## config.mk

```make
export PLATFORM = sky130hd
export DESIGN_NAME = two_wire_master_transmitter
export DESIGN_NICKNAME = d
export VERILOG_FILES = /design/src/rtl/two_wire_pkg.sv /design/src/rtl/two_wire_master_transmitter.sv
export SDC_FILE = /design/constraint.sdc
export NUM_CORES = 1
export LEC_CHECK = 0
export BUFFER_PORTS_ARGS = -buffer_cell sky130_fd_sc_hd__buf_4
export CORE_UTILIZATION = 40
export CTS_CLUSTER_DIAMETER = 30
export DETAILED_ROUTE_END_ITERATION = 16
export PLACE_DENSITY = 0.63
export SETUP_SLACK_MARGIN = 0.15
export SLEW_MARGIN = 20
export SYNTH_ARGS = -nofsm -noshare
export SYNTH_HDL_FRONTEND = slang
export SYNTH_SLANG_ARGS = --single-unit
```

## constraint.sdc

```tcl
create_clock -name clk -period 4.75 [get_ports clk]
set_input_delay 0.95 -clock clk [delete_from_list [all_inputs] [get_ports clk]]
set_output_delay 0.95 -clock clk [all_outputs]
set_load 0.005 [all_outputs]
```

## src/rtl/two_wire_pkg.sv

```systemverilog
// Shared constants and types for the two-wire master transmitter
package two_wire_pkg;

    // Register byte offsets on the APB bus
    localparam logic [7:0] OFS_CTL  = 8'h00;
    localparam logic [7:0] OFS_STAT = 8'h04;
    localparam logic [7:0] OFS_DATA = 8'h08;
    localparam logic [7:0] OFS_DIV  = 8'h0c;
    localparam logic [7:0] OFS_MODE = 8'h10;

    // two_wire_control bit positions
    localparam int CTL_FLAG  = 7;
    localparam int CTL_ACK   = 6;
    localparam int CTL_START = 5;
    localparam int CTL_STOP  = 4;
    localparam int CTL_WCOL  = 3;
    localparam int CTL_EN    = 2;
    localparam int CTL_RSVD  = 1;
    localparam int CTL_IE    = 0;

    // Mode register field positions
    localparam int MODE_PERMIT_LSB = 0;
    localparam int MODE_CUR_LSB    = 4;

    // Values after reset
    localparam logic [4:0] RST_CODE   = 5'h1f;
    localparam logic [7:0] RST_DATA   = 8'hff;
    localparam logic [7:0] RST_DIV    = 8'h07;
    localparam logic [3:0] RST_PERMIT = 4'hf;

    // Status codes, as seen after masking the prescaler bits
    localparam logic [7:0] STAT_MASK      = 8'hf8;
    localparam logic [7:0] CODE_START     = 8'h08;
    localparam logic [7:0] CODE_RSTART    = 8'h10;
    localparam logic [7:0] CODE_ADDR_ACK  = 8'h18;
    localparam logic [7:0] CODE_ADDR_NACK = 8'h20;
    localparam logic [7:0] data_acked_code = 8'h28;
    localparam logic [7:0] CODE_DATA_NACK = 8'h30;
    localparam logic [7:0] CODE_ARB_LOST  = 8'h38;

    // Direction bit on the data line
    localparam logic DIR_WRITE = 1'b0;
    localparam logic DIR_READ  = 1'b1;

    typedef enum logic [3:0] {
        eng_idle, eng_wait_free, eng_start_hi, eng_start_lo, eng_hold,
        eng_rs_lo, eng_bit_lo, eng_bit_hi, eng_ack_lo, eng_ack_hi,
        eng_stop_lo, eng_stop_hi, eng_stop_end
    } eng_t;

    typedef enum logic [2:0] {
        mode_none, master_tx_mode, master_rx_mode, slave_tx_mode,
        slave_rx_mode
    } mode_t;

    typedef struct packed {
        logic [31:0] prdata;
        logic        pready;
        logic        pslverr;
        logic        scl_s1;
        logic        scl_s2;
        logic        sda_s1;
        logic        sda_s2;
        logic        sda_prev;
        logic        scl_o;
        logic        sda_o;
        logic        scl_oe_n;
        logic        sda_oe_n;
        logic        flag;
        logic        ack_enable_bit;
        logic        start_request_bit;
        logic        stop_req;
        logic        write_collision_bit;
        logic        enable;
        logic        irq_enable_bit;
        logic [4:0]  code;
        logic [1:0]  presc;
        logic [7:0]  data;
        logic [7:0]  div;
        logic [3:0]  permit;
        mode_t       mode;
        eng_t        eng;
        logic [7:0]  cnt;
        logic [2:0]  bitn;
        logic        is_addr;
        logic        is_master;
        logic        busy;
    } core_t;

endpackage

```

## src/rtl/two_wire_master_transmitter.sv

```systemverilog
// Two-wire bus master transmitter with APB register access
`timescale 1ns/1ps

// Summary of operation
// - Four modes exist; a master start needs permit bit 0 or 1 set, and permit bits 2 and 3 gate nothing.
// - Master work starts after START; address direction bit picks tx or rx.
// - Read direction is a high data line, write direction a low one.
// - Ninth bit low means acknowledge, high means not-acknowledge.
// - Every item after the address is one eight-bit byte.
// - While the flag is set the transfer stalls with the clock held low.
// - Writing one to the flag bit clears the flag.
// - Status code sits in upper five bits; mask 0xf8 before comparing.
// - Enable bit must be set; when clear no bus activity happens.
// - Start, enable and flag written together start once bus is free.
// - After START the flag sets and status reads 0x08.
// - After address byte and ack bit: 0x18, 0x20 or 0x38.
// - Data write while flag low is dropped and collision bit sets.
// - After a data byte and its ack bit the flag sets, code updates.
// - Data byte acked reports 0x28, not acked reports 0x30.
// - Stop request with flag sends STOP, then hardware clears the request.
// - Start plus stop sends STOP then START; repeated START reports 0x10.
// - Arbitration loss releases bus, goes unaddressed slave; start retries.
module two_wire_master_transmitter
    import two_wire_pkg::*;
(
    input  wire logic        clk,
    input  wire logic        srst,
    input  wire logic        psel,
    input  wire logic        penable,
    input  wire logic        pwrite,
    input  wire logic [7:0]  paddr,
    input  wire logic [31:0] pwdata,
    output logic      [31:0] prdata,
    output logic             pready,
    output logic             pslverr,
    input  wire logic        scl_i,
    output logic             scl_o,
    output logic             scl_oe_n,
    input  wire logic        sda_i,
    output logic             sda_o,
    output logic             sda_oe_n
);

    core_t q, n;
    logic  hw_set, setup, wr, wr_ctl, wr_data;
    logic  mapped, half_done, high_done;

    assign setup     = psel && !penable && !q.pready;
    assign wr        = psel && penable && q.pready && pwrite;
    assign wr_ctl    = wr && (paddr == OFS_CTL);
    assign wr_data   = wr && (paddr == OFS_DATA);
    assign mapped    = (paddr == OFS_CTL) || (paddr == OFS_STAT) ||
                       (paddr == OFS_DATA) || (paddr == OFS_DIV) ||
                       (paddr == OFS_MODE);
    assign half_done = (q.cnt == q.div);
    // High phases count only once the line is seen high: slaves may stretch
    assign high_done = q.scl_s2 && half_done;

    always_comb begin
        n      = q;
        hw_set = 1'b0;
        // Two-stage synchronisers for the bus lines
        n.scl_s1   = scl_i;
        n.scl_s2   = q.scl_s1;
        n.sda_s1   = sda_i;
        n.sda_s2   = q.sda_s1;
        n.sda_prev = q.sda_s2;
        n.cnt      = q.cnt + 8'h01;
        // Bus busy tracking from observed START and STOP conditions
        if (q.scl_s2 && q.sda_prev && !q.sda_s2) n.busy = 1'b1;
        else if (q.scl_s2 && !q.sda_prev && q.sda_s2) n.busy = 1'b0;

        case (q.eng)
            eng_idle: begin
                n.scl_oe_n = 1'b1;
                n.sda_oe_n = 1'b1;
                n.cnt      = 8'h00;
                if (!q.flag && q.stop_req && !q.start_request_bit)
                    n.stop_req = 1'b0;
                if (q.enable && !q.flag && q.start_request_bit &&
                    (q.permit[0] || q.permit[1])) begin
                    n.eng = eng_wait_free;
                end
            end
            eng_wait_free: begin
                n.cnt = 8'h00;
                if (!q.busy && q.scl_s2 && q.sda_s2) begin
                    n.eng = eng_start_hi;
                end
            end
            eng_start_hi: begin
                n.scl_oe_n = 1'b1;
                n.sda_oe_n = 1'b1;
                if (!q.scl_s2) begin
                    n.cnt = 8'h00;
                end else if (half_done) begin
                    n.cnt = 8'h00;
                    n.eng = eng_start_lo;
                end
            end
            eng_start_lo: begin
                n.sda_oe_n = 1'b0;
                if (half_done) begin
                    n.scl_oe_n  = 1'b0;
                    n.cnt       = 8'h00;
                    n.eng       = eng_hold;
                    hw_set      = 1'b1;
                    n.code      = q.is_master ? CODE_RSTART[7:3] :
                                                CODE_START[7:3];
                    n.is_master = 1'b1;
                    n.is_addr   = 1'b1;
                end
            end
            eng_hold: begin
                // Clock held low stalls every party on the bus
                n.scl_oe_n = 1'b0;
                n.cnt      = 8'h00;
                if (!q.flag) begin
                    if (q.stop_req) begin
                        n.eng = eng_stop_lo;
                    end else if (q.start_request_bit) begin
                        n.eng = eng_rs_lo;
                    end else begin
                        n.eng  = eng_bit_lo;
                        n.bitn = 3'd7;
                    end
                end
            end
            eng_rs_lo: begin
                n.scl_oe_n = 1'b0;
                n.sda_oe_n = 1'b1;
                if (half_done) begin
                    n.cnt = 8'h00;
                    n.eng = eng_start_hi;
                end
            end
            eng_bit_lo: begin
                n.scl_oe_n = 1'b0;
                // Data moves only once the clock is driven low, never under
                // a high clock; bit 0 of the address is the direction
                if (!q.scl_oe_n) n.sda_oe_n = q.data[q.bitn];
                if (half_done) begin
                    n.cnt = 8'h00;
                    n.eng = eng_bit_hi;
                end
            end
            eng_bit_hi: begin
                n.scl_oe_n = 1'b1;
                if (!q.scl_s2) begin
                    n.cnt = 8'h00;
                end else if (half_done) begin
                    n.cnt = 8'h00;
                    if (q.sda_oe_n && !q.sda_s2) begin
                        // Another master pulled low while we released
                        n.eng       = eng_idle;
                        n.scl_oe_n  = 1'b1;
                        n.sda_oe_n  = 1'b1;
                        hw_set      = 1'b1;
                        n.code      = CODE_ARB_LOST[7:3];
                        n.is_master = 1'b0;
                        n.mode      = slave_rx_mode;
                    end else if (q.bitn == 3'd0) begin
                        n.eng = eng_ack_lo;
                    end else begin
                        n.bitn = q.bitn - 3'd1;
                        n.eng  = eng_bit_lo;
                    end
                end
            end
            eng_ack_lo: begin
                n.scl_oe_n = 1'b0;
                if (!q.scl_oe_n) n.sda_oe_n = 1'b1;
                if (half_done) begin
                    n.cnt = 8'h00;
                    n.eng = eng_ack_hi;
                end
            end
            eng_ack_hi: begin
                n.scl_oe_n = 1'b1;
                if (!q.scl_s2) begin
                    n.cnt = 8'h00;
                end else if (half_done) begin
                    n.cnt      = 8'h00;
                    n.scl_oe_n = 1'b0;
                    n.eng      = eng_hold;
                    hw_set     = 1'b1;
                    n.is_addr  = 1'b0;
                    if (q.is_addr) begin
                        n.mode = (q.data[0] == DIR_READ) ? master_rx_mode :
                                                           master_tx_mode;
                        n.code = q.sda_s2 ? CODE_ADDR_NACK[7:3] :
                                            CODE_ADDR_ACK[7:3];
                    end else begin
                        n.code = q.sda_s2 ? CODE_DATA_NACK[7:3] :
                                            data_acked_code[7:3];
                    end
                end
            end
            eng_stop_lo: begin
                n.scl_oe_n = 1'b0;
                n.sda_oe_n = 1'b0;
                if (half_done) begin
                    n.cnt = 8'h00;
                    n.eng = eng_stop_hi;
                end
            end
            eng_stop_hi: begin
                n.scl_oe_n = 1'b1;
                n.sda_oe_n = 1'b0;
                if (!q.scl_s2) begin
                    n.cnt = 8'h00;
                end else if (half_done) begin
                    n.cnt = 8'h00;
                    n.eng = eng_stop_end;
                end
            end
            eng_stop_end: begin
                n.sda_oe_n = 1'b1;
                if (half_done) begin
                    // A pending start is taken up again from idle
                    n.eng       = eng_idle;
                    n.stop_req  = 1'b0;
                    n.is_master = 1'b0;
                    n.mode      = mode_none;
                end
            end
            default: n.eng = eng_idle;
        endcase

        // Disabled: the lines are released and nothing is generated
        if (!q.enable) begin
            n.eng       = eng_idle;
            n.scl_oe_n  = 1'b1;
            n.sda_oe_n  = 1'b1;
            n.is_master = 1'b0;
            n.busy      = 1'b0;
            hw_set      = 1'b0;
        end

        // APB slave: one wait-free access phase after the setup cycle
        n.pready  = setup;
        n.pslverr = 1'b0;
        if (setup) begin
            n.pslverr = !mapped;
            n.prdata  = 32'h0000_0000;
            case (paddr)
                OFS_CTL: begin
                    n.prdata[CTL_FLAG]  = q.flag;
                    n.prdata[CTL_ACK]   = q.ack_enable_bit;
                    n.prdata[CTL_START] = q.start_request_bit;
                    n.prdata[CTL_STOP]  = q.stop_req;
                    n.prdata[CTL_WCOL]  = q.write_collision_bit;
                    n.prdata[CTL_EN]    = q.enable;
                    n.prdata[CTL_RSVD]  = 1'b0;
                    n.prdata[CTL_IE]    = q.irq_enable_bit;
                end
                OFS_STAT: n.prdata[7:0] = {q.code, 1'b0, q.presc};
                OFS_DATA: n.prdata[7:0] = q.data;
                OFS_DIV:  n.prdata[7:0] = q.div;
                OFS_MODE: begin
                    n.prdata[MODE_PERMIT_LSB +: 4] = q.permit;
                    n.prdata[MODE_CUR_LSB +: 3]    = q.mode;
                end
                default:  n.prdata = 32'h0000_0000;
            endcase
        end

        if (wr_ctl) begin
            n.ack_enable_bit    = pwdata[CTL_ACK];
            n.start_request_bit = pwdata[CTL_START];
            n.stop_req          = pwdata[CTL_STOP];
            n.enable            = pwdata[CTL_EN];
            n.irq_enable_bit    = pwdata[CTL_IE];
        end
        if (wr && (paddr == OFS_STAT)) n.presc = pwdata[1:0];
        if (wr_data) begin
            if (q.flag) begin
                n.data                = pwdata[7:0];
                n.write_collision_bit = 1'b0;
            end else begin
                n.write_collision_bit = 1'b1;
            end
        end
        if (wr && (paddr == OFS_DIV)) n.div = pwdata[7:0];
        if (wr && (paddr == OFS_MODE)) begin
            n.permit = pwdata[MODE_PERMIT_LSB +: 4];
        end
        // Write-one clears the flag; a hardware set in the same cycle wins
        n.flag = (q.flag && !(wr_ctl && pwdata[CTL_FLAG])) || hw_set;
    end

    always_ff @(posedge clk) begin
        if (srst) begin
            q          <= '0;
            q.scl_s1   <= 1'b1;
            q.scl_s2   <= 1'b1;
            q.sda_s1   <= 1'b1;
            q.sda_s2   <= 1'b1;
            q.sda_prev <= 1'b1;
            q.scl_oe_n <= 1'b1;
            q.sda_oe_n <= 1'b1;
            q.code     <= RST_CODE;
            q.data     <= RST_DATA;
            q.div      <= RST_DIV;
            q.permit   <= RST_PERMIT;
        end else begin
            q <= n;
        end
    end

    assign prdata   = q.prdata;
    assign pready   = q.pready;
    assign pslverr  = q.pslverr;
    assign scl_o    = q.scl_o;
    assign sda_o    = q.sda_o;
    assign scl_oe_n = q.scl_oe_n;
    assign sda_oe_n = q.sda_oe_n;
endmodule // two_wire_master_transmitter

```

==> impl_metrics.ini <==
[sta]
hold_ws_ps = 400
setup_violations = 0
finalClockSkew_ps = 12.1
period_share = 0.624
min_period_ps = 2960
tns_ps = 0
finalHoldViolCount = 0
finalMaxSlewViolations = 0
slew_headroom = 0.311
worstMarginPinSlew_ps = 1020
fmax_mhz = 337
setup_slack_ps = 1790
rsz0062_at_grt = false

[min_path]
hold_path.class = flip-flop to flip-flop
min_from = n[62]$_SDFF_PP1_
min_delay_path_depth = 1
whs_endpoint = q[62]$_SDFF_PP1_

[cells_and_area]
final_cell_area_um2 = 4500
multi_input_area_um2 = 2340
final_layout_size_suffix_gt1_frac = 0.157
final_cell_mix = dfxtp_1 (71), nor2_1 (50), a21oi_1 (36)
ff_latch_area_um2 = 1420
area_growth_pct = 9.38
final_common_cell = dfxtp_1
fin_nets = 542
fillers = 991
num_antenna_cells = 0

[clocking]
cts_max_path_buffers = 2
clock-sinks = 71
clk_latency_ps = 350
cts_resized = 0
cts_made_buffers = 9
root_buffer = clkbuf_8
post-cts-setup-buffer-count = 0
hold_buffers = 0
htreeDepth = 3
clkSlewWorstSetupHoldPaths_ps = 80
cts_tree = built

[die]
pin_count = 85
rows = 36
die_h_um = 103
die_area_um2 = 10700
die_w_um = 103
core_area_um2 = 9860
start_util = 0.417

[pwr]
finalPower_mw = 1.31
p_leak_nw = 1.68
peakVddDrop_mv = 0.163
p_per_area_nw_per_um2 = 291

[global_routing]
grt_pass1_vias = 3100
grt_max_degree = 70
grt_antenna_before_repair = 0
grt_pass1_wl_um = 16100
grt_usage = 0.198
grt_remaining_overflow = 0

[critical_path]
reg2reg_slack_ps = 1940
worstPathArrival_ps = 3170
cp.required_ps = 4960
cp-start-kind = input port
end_kind = flip-flop
r2r_end = q[19]$_SDFFE_PP0P_
r2r_start = q[16]$_SDFFE_PP0P_
path_class = input port to flip-flop
path_max_fanout = 12
reg2reg_depth = 4

[yosys]
yosys.area.top_type = dfxtp_1
synth_edf_count = 0
yosysWarnings = 0
synth_top_area_frac = 0.346
netlist_area_um2 = 4110
synth-seq-cells = 71
yosysUniqueCellTypes = 71
postSynth.asyncResetShare = 0
synth-main-ff-cell = dfxtp_1
postSynthCellCount = 488
synth_area_leaders = dfxtp_1 (35%), buf_4 (6.2%), nor2_1 (4.6%)
syn_avg_cell_area_um2 = 8.42
yosysSeqAreaShare = 0.346

[placed_design]
gp_congestion = 0.882
pre_cts_slack_ps = 1440
dpl_cell_area_um2 = 4230
portBuffers = 34
hpwl_um = 7060

[drt]
wl_per_cell_um = 15.8
final_antenna_net_count = 0
drc_errors = 0
viasPerCell = 5.54
drt_first_iter_violations = 222
via_count = 3485
firstDrtPassIters = 6
wl_um = 9920

[flow_run]
cap_violations = 0

[status]
status = finished clean
-- logic make-up after synthesis --
logic type | after synthesis | share of synthesized area
xor+xnor | 16 | 0.0341
mux | 19 | 0.0545
other cells | 1 | 0.000912
flops | 71 | 0.346
buf+inv | 81 | 0.110
simple gates | 172 | 0.235
fa+ha+maj | 4 | 0.0122
compound gates | 124 | 0.207
-- worst max path at each step --
stage | cells past startpoint | end | startpoint | slack, ps
after global placement | 6 | q[51]$_SDFFE_PP0P_ | paddr[1] | 1430
after CTS | 6 | q[51]$_SDFFE_PP0P_ | paddr[1] | 1800
after global routing | 6 | q[51]$_SDFFE_PP0P_ | paddr[1] | 1670
final | 6 | q[51]$_SDFFE_PP0P_ | paddr[1] | 1790
after detailed placement | 6 | q[51]$_SDFFE_PP0P_ | paddr[1] | 1440
after floorplan | 6 | q[21]$_SDFFE_PP1P_ | paddr[1] | 2120
-- cells in the mapped netlist, types with 5 or more instances --
cell type and count:
dfxtp_1 71, xnor2_1 10, inv_1 13, nor2b_1 9
or2_2 7, a221oi_1 7, nand3b_1 6, mux2i_1 10
nor3_1 16, a31oi_1 8, mux2_2 7, buf_2 11
xor2_1 6, nand2_1 24, buf_4 34, a22oi_1 5
and3_1 6, nand3_1 13, o21ai_0 16, a211o_1 14
nand2b_1 9, a21oi_1 36, clkbuf_1 19, nor2_1 50
a211oi_1 8
-- layer usage --
metal / wire, um / global-route usage / up-vias
met4: 115 / 0.0553 / 0
met2: 4580 / 0.303 / 118
met1: 4700 / 0.284 / 1643
li1: - / - / 1711
met3: 524 / 0.0349 / 13
met5: 0 / 0 / -
-- sequential cells by signal, indices dropped and copies added (netlist names) --
signal / cells
pslverr: 1
pready: 1
scl_oe_n: 1
sda_oe_n: 1
prdata: 8
n: 3
q: 56
-- where the power goes --
part	switching (mW)	internal, mW
logic	0.0406	0.0304
clock network	0.239	0.394
registers	0.00371	0.601
total	0.284	1.03
-- area by class of cell --
cell class,count,area share
clock buffers,12,0.0367
well taps,133,0.0370
multi-input cells,361,0.520
clock inverters,4,0.0220
inverters,14,0.0117
repair buffers,34,0.0568
flip-flops and latches,71,0.316
-- through the flow --
step | utilization | instances
3_3_place_gp | 0.429 | 613
5_1_grt | 0.456 | 629
4_1_cts | 0.456 | 629
3_5_place_dp | 0.429 | 613
2_1_floorplan | - | 513
6_report | 0.456 | 629
-- critical path, cell delays in order --
cell and delay, ps:
buf_4 110, or4_4 580, nor4_2 860, nand2_1 370, nand3b_1 220, o32ai_2 80
(Power assumes the default switching activity.)
